File: src/design/cmrro_regs.svh
// Register offsets, field positions, reset values and window addresses of the move/return/reset unit
`ifndef CMRRO_REGS_SVH
`define CMRRO_REGS_SVH

`define CMRRO_OFF_ACC      8'h00
`define CMRRO_OFF_PTR0     8'h04
`define CMRRO_OFF_PTR1     8'h08
`define CMRRO_OFF_OPTION   8'h0c
`define CMRRO_OFF_CTRL     8'h10
`define CMRRO_OFF_PC       8'h14
`define CMRRO_OFF_LASTWR   8'h18

`define CMRRO_CTRL_GIE_BIT 0
`define CMRRO_CTRL_RI_BIT  1

`define CMRRO_IRQCTL_GIE_BIT 7

`define CMRRO_WINDOW0_ADDR 7'h00
`define CMRRO_WINDOW1_ADDR 7'h01

`define CMRRO_ACC_RST      8'h00
`define CMRRO_PTR_RST      16'h0000
`define CMRRO_OPTION_RST   8'hff
`define CMRRO_PC_RST       15'h0000
`define CMRRO_RI_RST       1'b1
`define CMRRO_GIE_RST      1'b0

`define CMRRO_PTR_ONE      16'h0001
`define CMRRO_RESP_OKAY    2'b00
`define CMRRO_RESP_SLVERR  2'b10

`endif

File: src/design/cmrro_pkg.sv
// Types shared by the move/return/reset unit and its users
package cmrro_pkg;

    typedef enum logic [2:0] {
        CMRRO_OP_NOP,
        CMRRO_OP_STORE_DIRECT,
        CMRRO_OP_STORE_INDIRECT,
        CMRRO_OP_OPTION_LOAD,
        CMRRO_OP_SOFT_RESET,
        CMRRO_OP_RETURN_IRQ
    } cmrro_op_t;

    typedef enum logic [1:0] {
        CMRRO_MM_PRE_INC  = 2'b00,
        CMRRO_MM_PRE_DEC  = 2'b01,
        CMRRO_MM_POST_INC = 2'b10,
        CMRRO_MM_POST_DEC = 2'b11
    } cmrro_mode_t;

    typedef struct packed {
        cmrro_op_t   op;
        logic [6:0]  file_addr;
        logic        ptr_sel;
        cmrro_mode_t ptr_update_mode;
        logic        relative;
        logic [5:0]  offset;
    } cmrro_instr_t;

    typedef struct packed {
        logic        valid;
        logic        indirect;
        logic [15:0] addr;
        logic [7:0]  data;
    } cmrro_memwr_t;

endpackage : cmrro_pkg

File: src/design/cmrro_exec.sv
// Execution unit for accumulator stores, option load, software reset and return from interrupt
`timescale 1ns/100ps
`include "cmrro_regs.svh"
`default_nettype none

module cmrro_exec (
    // Clock and reset
    input  wire logic                  aclk,
    input  wire logic                  aresetn,
    // AXI4-Lite write address
    input  wire logic [7:0]            s_axi_awaddr,
    input  wire logic                  s_axi_awvalid,
    output logic                       s_axi_awready,
    // AXI4-Lite write data
    input  wire logic [31:0]           s_axi_wdata,
    input  wire logic [3:0]            s_axi_wstrb,
    input  wire logic                  s_axi_wvalid,
    output logic                       s_axi_wready,
    // AXI4-Lite write response
    output logic [1:0]                 s_axi_bresp,
    output logic                       s_axi_bvalid,
    input  wire logic                  s_axi_bready,
    // AXI4-Lite read address
    input  wire logic [7:0]            s_axi_araddr,
    input  wire logic                  s_axi_arvalid,
    output logic                       s_axi_arready,
    // AXI4-Lite read data
    output logic [31:0]                s_axi_rdata,
    output logic [1:0]                 s_axi_rresp,
    output logic                       s_axi_rvalid,
    input  wire logic                  s_axi_rready,
    // Instruction issue
    input  wire cmrro_pkg::cmrro_instr_t instr,
    input  wire logic                  instr_valid,
    output logic                       instr_ready,
    // Hardware stack
    input  wire logic [14:0]           stack_top,
    output logic                       stack_pop,
    // Program counter
    output logic [14:0]                pc,
    output logic                       pc_load,
    // Memory write port
    output cmrro_pkg::cmrro_memwr_t    mem_wr,
    // Core state
    output logic [7:0]                 option_reg,
    output logic [7:0]                 irq_control_reg,
    output logic                       soft_reset_flag,
    output logic                       soft_reset_req
);
    import cmrro_pkg::*;

    // ==========================================================
    // Instruction decode
    // ==========================================================
    logic [7:0]  acc;
    logic [15:0] pointer_reg [2];
    logic        global_irq_enable;
    logic        ret_second;

    wire logic issue      = instr_valid && instr_ready;
    wire logic do_direct  = issue && (instr.op == CMRRO_OP_STORE_DIRECT);
    wire logic do_ind     = issue && (instr.op == CMRRO_OP_STORE_INDIRECT);
    wire logic do_option  = issue && (instr.op == CMRRO_OP_OPTION_LOAD);
    wire logic do_reset   = issue && (instr.op == CMRRO_OP_SOFT_RESET);
    wire logic do_return  = issue && (instr.op == CMRRO_OP_RETURN_IRQ);

    // Second cycle of a return holds off the next issue
    assign instr_ready = !ret_second;

    // Direct store to a window address lands on the pointer's target
    wire logic win0 = (instr.file_addr == `CMRRO_WINDOW0_ADDR);
    wire logic win1 = (instr.file_addr == `CMRRO_WINDOW1_ADDR);
    wire logic direct_win = do_direct && (win0 || win1);

    // ==========================================================
    // Pointer arithmetic (plain adders, flag logic never sees them)
    // ==========================================================
    wire logic [15:0] sel_ptr  = pointer_reg[instr.ptr_sel];
    wire logic [15:0] ptr_inc  = sel_ptr + `CMRRO_PTR_ONE;
    wire logic [15:0] ptr_dec  = sel_ptr - `CMRRO_PTR_ONE;
    wire logic [15:0] off_sext = {{10{instr.offset[5]}}, instr.offset};
    wire logic [15:0] ptr_rel  = sel_ptr + off_sext;
    wire logic        is_dec   = instr.ptr_update_mode[0];
    wire logic        is_pre   = !instr.ptr_update_mode[1];
    wire logic [15:0] ptr_step = is_dec ? ptr_dec : ptr_inc;

    wire logic [15:0] ind_addr =
        instr.relative ? ptr_rel : (is_pre ? ptr_step : sel_ptr);
    wire logic [15:0] ind_next = instr.relative ? sel_ptr : ptr_step;
    wire logic [15:0] win_addr = win1 ? pointer_reg[1] : pointer_reg[0];

    wire logic [15:0] next_wr_addr =
        do_ind     ? ind_addr :
        direct_win ? win_addr :
                     {9'h0, instr.file_addr};

    // ==========================================================
    // AXI4-Lite decode
    // ==========================================================
    logic [7:0]  aw_addr;
    logic        aw_held;
    logic [31:0] w_data;
    logic [3:0]  w_strb;
    logic        w_held;
    logic [15:0] last_wr_addr;

    assign s_axi_awready = !aw_held && !s_axi_bvalid;
    assign s_axi_wready  = !w_held && !s_axi_bvalid;
    assign s_axi_arready = !s_axi_rvalid;

    wire logic aw_take = s_axi_awvalid && s_axi_awready;
    wire logic w_take  = s_axi_wvalid && s_axi_wready;
    wire logic ar_take = s_axi_arvalid && s_axi_arready;

    wire logic [7:0]  wr_addr  = aw_held ? aw_addr : s_axi_awaddr;
    wire logic [31:0] wr_data  = w_held ? w_data : s_axi_wdata;
    wire logic [3:0]  wr_strb  = w_held ? w_strb : s_axi_wstrb;
    wire logic        wr_fire  = (aw_held || aw_take) && (w_held || w_take);

    wire logic wr_acc  = wr_fire && (wr_addr == `CMRRO_OFF_ACC);
    wire logic wr_p0   = wr_fire && (wr_addr == `CMRRO_OFF_PTR0);
    wire logic wr_p1   = wr_fire && (wr_addr == `CMRRO_OFF_PTR1);
    wire logic wr_ctrl = wr_fire && (wr_addr == `CMRRO_OFF_CTRL);
    wire logic wr_hit  = wr_acc || wr_p0 || wr_p1 || wr_ctrl;

    wire logic [31:0] rd_mux =
        (s_axi_araddr == `CMRRO_OFF_ACC)    ? {24'h000000, acc} :
        (s_axi_araddr == `CMRRO_OFF_PTR0)   ? {16'h0000, pointer_reg[0]} :
        (s_axi_araddr == `CMRRO_OFF_PTR1)   ? {16'h0000, pointer_reg[1]} :
        (s_axi_araddr == `CMRRO_OFF_OPTION) ? {24'h000000, option_reg} :
        (s_axi_araddr == `CMRRO_OFF_CTRL)   ? {30'h0, soft_reset_flag, global_irq_enable} :
        (s_axi_araddr == `CMRRO_OFF_PC)     ? {17'h0, pc} :
        (s_axi_araddr == `CMRRO_OFF_LASTWR) ? {16'h0000, last_wr_addr} :
                                              32'h00000000;
    wire logic rd_hit =
        (s_axi_araddr == `CMRRO_OFF_ACC)    || (s_axi_araddr == `CMRRO_OFF_PTR0) ||
        (s_axi_araddr == `CMRRO_OFF_PTR1)   || (s_axi_araddr == `CMRRO_OFF_OPTION) ||
        (s_axi_araddr == `CMRRO_OFF_CTRL)   || (s_axi_araddr == `CMRRO_OFF_PC) ||
        (s_axi_araddr == `CMRRO_OFF_LASTWR);

    always_ff @(posedge aclk) begin
        if (!aresetn) begin
            aw_held      <= 1'b0;
            aw_addr      <= 8'h00;
            w_held       <= 1'b0;
            w_data       <= 32'h00000000;
            w_strb       <= 4'h0;
            s_axi_bvalid <= 1'b0;
            s_axi_bresp  <= `CMRRO_RESP_OKAY;
        end else begin
            if (aw_take) begin
                aw_addr <= s_axi_awaddr;
            end
            if (w_take) begin
                w_data <= s_axi_wdata;
                w_strb <= s_axi_wstrb;
            end
            aw_held <= (aw_held || aw_take) && !wr_fire;
            w_held  <= (w_held || w_take) && !wr_fire;
            if (wr_fire) begin
                s_axi_bvalid <= 1'b1;
                s_axi_bresp  <= wr_hit ? `CMRRO_RESP_OKAY : `CMRRO_RESP_SLVERR;
            end else if (s_axi_bready) begin
                s_axi_bvalid <= 1'b0;
            end
        end
    end

    always_ff @(posedge aclk) begin
        if (!aresetn) begin
            s_axi_rvalid <= 1'b0;
            s_axi_rdata  <= 32'h00000000;
            s_axi_rresp  <= `CMRRO_RESP_OKAY;
        end else if (ar_take) begin
            s_axi_rvalid <= 1'b1;
            s_axi_rdata  <= rd_mux;
            s_axi_rresp  <= rd_hit ? `CMRRO_RESP_OKAY : `CMRRO_RESP_SLVERR;
        end else if (s_axi_rready) begin
            s_axi_rvalid <= 1'b0;
        end
    end

    // ==========================================================
    // Accumulator and pointers
    // ==========================================================
    always_ff @(posedge aclk) begin
        if (!aresetn) begin
            acc <= `CMRRO_ACC_RST;
        end else if (wr_acc && wr_strb[0]) begin
            acc <= wr_data[7:0];
        end
    end

    // Instruction update beats a same-cycle software write
    for (genvar i = 0; i < 2; i++) begin : g_ptr
        wire logic ins_upd = do_ind && (instr.ptr_sel == 1'(i));
        wire logic sw_upd  = (i == 0) ? wr_p0 : wr_p1;
        wire logic [15:0] sw_val = {wr_strb[1] ? wr_data[15:8] : pointer_reg[i][15:8],
                                    wr_strb[0] ? wr_data[7:0]  : pointer_reg[i][7:0]};
        always_ff @(posedge aclk) begin
            if (!aresetn) begin
                pointer_reg[i] <= `CMRRO_PTR_RST;
            end else if (ins_upd) begin
                pointer_reg[i] <= ind_next;
            end else if (sw_upd) begin
                pointer_reg[i] <= sw_val;
            end
        end
    end

    // ==========================================================
    // Memory write port; stores drive no flag outputs at all
    // ==========================================================
    always_ff @(posedge aclk) begin
        if (!aresetn) begin
            mem_wr       <= '0;
            last_wr_addr <= `CMRRO_PTR_RST;
        end else begin
            mem_wr.valid <= do_direct || do_ind;
            if (do_direct || do_ind) begin
                mem_wr.indirect <= do_ind || direct_win;
                mem_wr.addr     <= next_wr_addr;
                mem_wr.data     <= acc;
                last_wr_addr    <= next_wr_addr;
            end
        end
    end

    // ==========================================================
    // Option, reset flag, return and interrupt enable
    // ==========================================================
    always_ff @(posedge aclk) begin
        if (!aresetn) begin
            option_reg <= `CMRRO_OPTION_RST;
        end else if (do_option) begin
            option_reg <= acc;
        end
    end

    // Clear from the instruction wins: both come from software
    always_ff @(posedge aclk) begin
        if (!aresetn) begin
            soft_reset_flag <= `CMRRO_RI_RST;
            soft_reset_req  <= 1'b0;
        end else begin
            soft_reset_req <= do_reset;
            if (do_reset) begin
                soft_reset_flag <= 1'b0;
            end else if (wr_ctrl && wr_strb[0]) begin
                soft_reset_flag <= wr_data[`CMRRO_CTRL_RI_BIT];
            end
        end
    end

    always_ff @(posedge aclk) begin
        if (!aresetn) begin
            global_irq_enable <= `CMRRO_GIE_RST;
        end else if (do_return) begin
            global_irq_enable <= 1'b1;
        end else if (wr_ctrl && wr_strb[0]) begin
            global_irq_enable <= wr_data[`CMRRO_CTRL_GIE_BIT];
        end
    end

    always_comb begin
        irq_control_reg = 8'h00;
        irq_control_reg[`CMRRO_IRQCTL_GIE_BIT] = global_irq_enable;
    end

    always_ff @(posedge aclk) begin
        if (!aresetn) begin
            ret_second <= 1'b0;
            stack_pop  <= 1'b0;
            pc_load    <= 1'b0;
            pc         <= `CMRRO_PC_RST;
        end else begin
            ret_second <= do_return;
            stack_pop  <= do_return;
            pc_load    <= do_return;
            if (do_return) begin
                pc <= stack_top;
            end
        end
    end

endmodule : cmrro_exec

`default_nettype wire

File: config.mk
export PLATFORM = sky130hd
export DESIGN_NAME = cmrro_exec
export DESIGN_NICKNAME = d
export VERILOG_FILES = /design/src/design/cmrro_pkg.sv /design/src/design/cmrro_exec.sv
export VERILOG_INCLUDE_DIRS = /design/src /design/src/design
export SDC_FILE = /design/constraint.sdc
export NUM_CORES = 1
export LEC_CHECK = 0
export BUFFER_PORTS_ARGS = -buffer_cell sky130_fd_sc_hd__buf_2
export CORE_MARGIN = 2
export CORE_UTILIZATION = 55
export CTS_CLUSTER_DIAMETER = 120
export CTS_CLUSTER_SIZE = 40
export DETAILED_ROUTE_END_ITERATION = 10
export PLACE_DENSITY = 0.81
export SYNTH_ARGS = -nofsm -noshare
export SYNTH_HDL_FRONTEND = slang
export SYNTH_SLANG_ARGS = --single-unit
File: constraint.sdc
create_clock -name aclk -period 5.16 [get_ports aclk]
set_clock_uncertainty 0.1 [all_clocks]
set_input_delay 0.258 -clock aclk [delete_from_list [all_inputs] [get_ports aclk]]
set_output_delay 0.258 -clock aclk [all_outputs]
set_load 0.03 [all_outputs]
==> results of run 1 <==
-- kinds of logic (layout without fill, tap and decap cells) --
family | count (synthesis) | after routing | synth area share [%]
and+or+nand+nor | 358 | 358 | 18.4
AOI/OAI and AO/OA | 331 | 331 | 23.3
DFF | 141 | 141 | 35.5
buffers and inverters | 113 | 257 | 6.06
muxes | 74 | 74 | 8.78
adders and majority gates | 33 | 33 | 4.78
xor gates and xnor gates | 32 | 32 | 3.17
other | 1 | 25 | 0.0424
-- critical path, delay by kind of cell, from the launching register on --
kind	cells	cell delay, ns
flops	1	0.48
simple gates	1	0.07
mux	1	0.49
fa+ha+maj	2	0.70
buf+inv	1	0.10
xor+xnor	1	0.11
compound gates	5	1.46
-- stage by stage --
stage / util (%) / instance area [sq um] / hold WS, ns / std cells
final: 67.2 / 10600 / 0.00489 / 1467
after detailed placement: 60.6 / 9600 / 0.343 / 1397
after CTS: 67.2 / 10600 / 0.00106 / 1467
after floorplan: - / 8940 / 0.258 / 1107
after global placement: 60.6 / 9600 / 0.338 / 1397
after global routing: 67.2 / 10600 / 0.0125 / 1467
-- cell usage in the layout, fill, tap and decap left out, types with 12 or more instances in the layout --
cell / netlist / layout
o211ai_1: 14 / 14
nand2_1: 188 / 188
dlygate4sd3_1: 0 / 38
a21oi_1: 123 / 123
conb_1: 1 / 25
o22ai_1: 20 / 20
o21ai_0: 63 / 63
clkbuf_16: 0 / 18
buf_2: 3 / 154
inv_1: 25 / 25
dfxtp_1: 109 / 109
o221ai_1: 12 / 12
nor2_1: 70 / 70
a211oi_1: 14 / 14
ha_1: 29 / 29
edfxtp_1: 32 / 32
nor3_1: 14 / 14
xnor2_1: 17 / 17
a31oi_1: 17 / 17
a21o_1: 12 / 12
mux2i_1: 47 / 47
nand3_1: 18 / 18
mux2_2: 26 / 26
xor2_1: 15 / 15
-- power groups by stage --
| stage | Sequential (uW) | Clock, uW | Combinational (uW) |
|---|---|---|---|
| final | 1220 | 1370 | 656 |
| after global routing | 1220 | 1430 | 709 |
| after CTS | 1220 | 1370 | 639 |
| after detailed placement | 1240 | 0 | 612 |
| after global placement | 1240 | 0 | 603 |
| after floorplan | 1260 | 0 | 434 |
-- final timing paths --
kind                            cells after the start               end  slack (ns)
worst max-delay path                               11  last_wr_addr[14]        1.51
worst min-delay path                                3             pc[2]       0.005
worst max register to register                     11  last_wr_addr[14]        1.51
worst min register to register                      2    s_axi_rdata[8]        0.35
-- routing by layer --
metal  track usage, %  up-vias
li1                 -     4187
met5                0        -
met1             40.6     4112
met4             11.6        0
met2             50.0      607
met3             7.86       76
-- final cells by class --
class,instances,area (sq um),share of cell area [%]
Timing Repair Buffer,199,1200,11.3
Clock buffer,18,450,4.24
Multi-Input combinational cell,853,5260,49.5
Clock inverter,14,205,1.93
Inverter,26,97.6,0.918
Sequential cell,141,3140,29.6
Tap cell,216,270,2.54
-- repair_timing --
item | 4_1_cts | 5_1_grt
endpoints found under the setup margin | 0 | 0
hold buffers | 38 | 0
hold endpoints to repair | 38 | 0
==> summary.txt, run 1 <==
Pwr
  • Sw Share: 30.3%
  • P_leak: 0.00440 uW
  • Clock share of power: 42.2%
  • Int Pwr: 2260 uW
  • Total power draw: 3250 uW
  • Combinational power share: 20.2%
  • Worst vdd ir: 272 uV
  • Flop pwr share: 37.6%
  • Pwr Density: 305 nW/um^2
  • Sw power: 984 uW

Timing
  • RSZ-0062 raised after global routing: false
  • Fin crit share: 70.7%
  • Setup TNS: 0 ns
  • Max Slew Vio Count: 0
  • FMAX: 0.274 GHz
  • PnR worst setup slack: 1.51 ns
  • Setup-failing EPs final: 0
  • Hold Violations, Final: 0
  • Slew margin rel.: 24.1%
  • Tmin final: 3.65 ns
  • Worst-margin pin slew: 1.13 ns

GRT
  • Congestion Overflow GR: 0
  • Initial antenna violation count: 0
  • Number of global-route vias before repair: 8071
  • Largest net degree at the start of global routing: 74
  • Total GRT Usage: 31.1%
  • First-pass GRT wire length: 41100 microns

Layout
  • Layout Nets: 1364
  • Max reg flops: 32
  • # fillers: 1231
  • Share of post-route cells with drive strength above 1: 18.7%
  • Antenna cells: 0
  • Area Growth Syn to Fin: 20.1%

Synth
  • Synth cell count leaders: nand2_1, a21oi_1, dfxtp_1
  • Synth Register Bits: 141
  • EDFF count, synth: 32
  • Distinct cells, synth: 73
  • Synthesized area: 8850 sq um
  • Post-Syn Area per Cell: 8.17 sq um
  • Ys flop type: dfxtp_1
  • Top cell type's share of synthesized area: 24.7%
  • Most frequent cell after synthesis: nand2_1
  • Sequential-to-total area share from yosys stat: 35.5%
  • Ys Warns: 0
  • FFs w/ async S/R, synth: 0%
  • Synth area leaders: dfxtp_1, edfxtp_1, nand2_1
  • Post-synthesis cell count: 1083
  • Synth area leader: dfxtp_1

Clock tree
  • CTS max path bufs: 2
  • Total CTS buffers: 17
  • Clock slew at reported path FFs: 0.06 ns
  • Clock tree from TritonCTS: built
  • Post-CTS Setup Repair Bufs: 0
  • Clk_lat worst skew: 0.43 ns
  • CTS Sinks: 141
  • Htree depth: 4
  • Post_cts resized: 0
  • Clock Root Buffer: clkbuf_16

Flow run
  • Max Cap Viol: 0

Floorplan
  • Die Y-Extent: 131 microns
  • FP Rows: 46
  • Initial Util: 55.9%
  • Die Wd: 131 microns
  • # IOs: 198
  • Core footprint: 15800 sq um
  • Die Footprint: 17100 sq um

Setup path
  • Setup crit end kind: flop
  • Worst-path maximum fanout: 7
  • CP Launch Point: pointer_reg[0][0]
  • Worst path max stage delay: 0.49 ns
  • CP max stage cell: mux2i_2
  • Crit path cell chain: mux2i_2 -> inv_1 -> ha_1 -> fa_1 -> a211o_1 -> a21oi_1 -> o21ai_0 -> a311oi_1 -> xnor2_1 -> nand2_1 -> o311ai_0
  • Kind of critical path: flop to flop
  • Required time worst endpoint: 5.34 ns
  • CP Data Arrival Time: 3.83 ns
  • Startpoint Class: flop
  • Worst flop-to-flop path startpoint: pointer_reg[0][0]

Routing
  • ANT nets after route: 0
  • Drt drc: 0
  • WL met3: 3310 microns
  • Final WL: 27500 microns
  • Met1 wire length: 11100 microns
  • Via count: 8982
  • Met2 Wirelength: 12400 microns
  • Top sig layer: met4
  • DRT Pass-1 Iters: 5
  • DRT iter0 DRCs: 1064
  • Vias per cell: 6.12
  • Wire per inst: 18.8 microns

Placed design
  • Pre-CTS setup slack: 1.35 ns
  • RePlAce Congestion: 0.950
  • Port Buffers: 154
  • Post-detail-place hpwl: 19400 microns

Hold path
  • Min-delay worst type: input pin to flop
  • Min-Delay Startpoint: stack_top[2]

Status
  • Status: finished, final reports clean
Power figures use the tool's default switching activity.
==> run 2: changes to the inputs <==
- ABC_AREA: unset -> 1
- CORE_UTILIZATION: 55 -> 50
- PLACE_DENSITY: 0.81 -> 0.77
- clock period: 5.16 -> 3 ns (I/O delays scaled with it)
==> run 2 against run 1 <==
  * Sequential power up 74%
  * Die area increased by 14%
  * Sequential cell count stayed put
  * Register-to-register slack worse by 1.3 ns
  * Power rose by 76%
  * Critical endpoint is now pointer_reg[1][8]
  * Largest cell class unchanged
  * Largest power group unchanged
==> summary.txt, run 2 <==
Floorplan
  • Die Wd: 140 microns
  • # IOs: 198
  • Die Y-Extent: 140 microns
  • Die Footprint: 19600 sq um
  • Core footprint: 18000 sq um
  • FP Rows: 49
  • Initial Util: 51.2%

Clock tree
  • Htree depth: 4
  • CTS max path bufs: 2
  • Total CTS buffers: 17
  • Clock Root Buffer: clkbuf_16
  • Clk_lat worst skew: 0.42 ns
  • Clock tree from TritonCTS: built
  • CTS Sinks: 141
  • Clock slew at reported path FFs: 0.06 ns

Synth
  • Post-synthesis cell count: 1338
  • Sequential-to-total area share from yosys stat: 34.1%
  • Post-Syn Area per Cell: 6.90 sq um
  • Synth Register Bits: 141
  • Ys flop type: dfxtp_1
  • EDFF count, synth: 32
  • Synth cell count leaders: nand2_1, nor2_1, o21ai_0
  • Top cell type's share of synthesized area: 23.7%
  • Synthesized area: 9230 sq um
  • Distinct cells, synth: 59
  • Synth area leader: dfxtp_1
  • Ys Warns: 0
  • FFs w/ async S/R, synth: 0%
  • Most frequent cell after synthesis: nand2_1
  • Synth area leaders: dfxtp_1, nand2_1, edfxtp_1

Routing
  • Via count: 10100
  • DRT Pass-1 Iters: 6
  • Vias per cell: 5.51
  • Drt drc: 0
  • DRT iter0 DRCs: 1118
  • Final WL: 31100 microns
  • ANT nets after route: 0
  • Wire per inst: 17.0 microns

Pwr
  • P_leak: 0.00574 uW
  • Pwr Density: 487 nW/um^2
  • Worst vdd ir: 444 uV

Layout
  • Design area: 11700 sq um
  • Finished Core Util: 64.9%
  • # fillers: 1568
  • Max reg flops: 32
  • Share of post-route cells with drive strength above 1: 19.4%
  • Most frequent cells in the layout: nand2_1, buf_2, nor2_1, o21ai_0, inv_1
  • Area Growth Syn to Fin: 26.8%
  • Commonest non-fill, non-tap cell in the layout: nand2_1
  • Antenna cells: 0
  • Layout Nets: 1715

Placed design
  • RePlAce Congestion: 0.960
  • Port Buffers: 154
  • DP Area: 10500 sq um
  • Post-detail-place hpwl: 22900 microns

GRT
  • Number of global-route vias before repair: 9347
  • Initial antenna violation count: 0
  • Largest net degree at the start of global routing: 47
  • First-pass GRT wire length: 48500 microns
  • Total GRT Usage: 31.4%
  • Congestion Overflow GR: 0

Setup path
  • R2R setup slack: 0.19 ns
  • R2R cell count: 12
  • Worst flop-to-flop path startpoint: pointer_reg[0][7]
  • Required time worst endpoint: 3.05 ns
  • Worst-path maximum fanout: 4
  • Startpoint Class: flop
  • Setup crit end kind: flop
  • Reg-to-reg critical path endpoint: pointer_reg[1][8]
  • Kind of critical path: flop to flop
  • CP Data Arrival Time: 2.86 ns

Hold path
  • Hold Path Depth: 5
  • Worst Hold Path EP: last_wr_addr[2]
  • Min-delay worst type: input pin to flop
  • Min-Delay Startpoint: instr[12]

Timing
  • Setup-failing EPs final: 0
  • Hold Violations, Final: 0
  • Setup TNS: 0 ns
  • Fin crit share: 93.7%
  • Final hold slack: 0.00912 ns
  • Worst-margin pin slew: 0.745 ns
  • Slew margin rel.: 50.0%
  • RSZ-0062 raised after global routing: false
  • Max Slew Vio Count: 0
  • FMAX: 0.356 GHz
  • Tmin final: 2.81 ns

Flow run
  • Max Cap Viol: 0

Status
  • Status: finished, final reports clean
## run 2: changes by cell type in the layout (fill, tap and decap cells not counted), moves of 26 or more
| cell | delta |
|---|---|
| nand2_1 | +110 |
| o21ai_0 | +73 |
| mux2_2 | -26 |
| nor2_1 | +82 |
| inv_1 | +99 |
| nand3_1 | +67 |
| mux2i_1 | -32 |
| buf_4 | +64 |
## run 2: worst max-delay path: stages (launching register included)
cell and delay (ns):
edfxtp_1 0.46, inv_1 0.11, o21ai_0 0.10, buf_4 0.19, ha_1 0.32, a21oi_1 0.24, inv_1 0.08, nor2_1 0.11
nand2_1 0.07, xor2_1 0.14, buf_4 0.13, mux2i_1 0.38, a21oi_2 0.12
## run 2: worst max path at each step
stage / start / end / slack (ns) / cells past startpoint
floorplan: s_axi_bvalid / pointer_reg[0][0] / 0.44 / 7
global placement: instr[9] / pointer_reg[1][8] / 0.13 / 15
detailed placement: instr[9] / pointer_reg[1][9] / 0.1 / 18
CTS: pointer_reg[0][12] / pointer_reg[1][15] / 0.16 / 14
global route: pointer_reg[0][12] / pointer_reg[1][15] / 0.008 / 14
finish: pointer_reg[0][7] / pointer_reg[1][8] / 0.19 / 12
## run 2: per-layer routing
layer / GRT usage (%) / vias to the layer above / share of wire (%)
met4: 10.6 / 0 / 2.9
li1: - / 4929 / -
met1: 42.3 / 4579 / 43
met2: 49.9 / 504 / 45
met3: 6.92 / 76 / 9.3
met5: 0 / - / 0
## run 2: area by class of cell
cell class                      instances  area [sq um]  share of cell area [%]
Clock buffer                           23           532                    4.55
Clock inverter                          8          97.6                   0.834
Inverter                              145           549                    4.70
Multi-Input combinational cell        999          5180                    44.3
Sequential cell                       141          3140                    26.9
Tap cell                              229           287                    2.45
Timing Repair Buffer                  285          1900                    16.3
## run 2: timing repair
item | CTS | global route
hold buffers | 60 | 0
hold endpoints to repair | 48 | 0
setup buffers | 0 | 0
endpoints found under the setup margin | 0 | 3
resized for setup | 0 | 2
## run 2: where the power goes
| group | switching [uW] | internal [uW] | leakage (uW) | total (uW) |
|---|---|---|---|---|
| logic | 859 | 494 | 0.00421 | 1350 |
| clock network | 818 | 1410 | 0.000307 | 2230 |
| registers | 75.7 | 2040 | 0.00122 | 2120 |
| total | 1750 | 3950 | 0.00574 | 5700 |
## run 2: logic make-up (layout without fill, tap and decap cells)
logic type	Yosys count	in the layout	share of synthesized area, %
multiplexers	15	15	1.63
adder cells (fa/ha/maj)	31	31	4.37
AO/OA/AOI/OAI	323	323	20.0
buffers and inverters	222	461	10.8
other	1	25	0.0406
flip-flops	141	141	34.1
XOR/XNOR	15	15	1.42
AND/OR/NAND/NOR	590	590	27.7
## run 2: through the flow
stage          worst slack [ns]  std cells  power (uW)
2_1_floorplan             0.436       1362        2980
3_3_place_gp              0.129       1739        3380
3_5_place_dp             0.0997       1739        3400
4_1_cts                   0.159       1830        5660
5_1_grt                 0.00836       1830        5920
6_report                  0.188       1830        5700
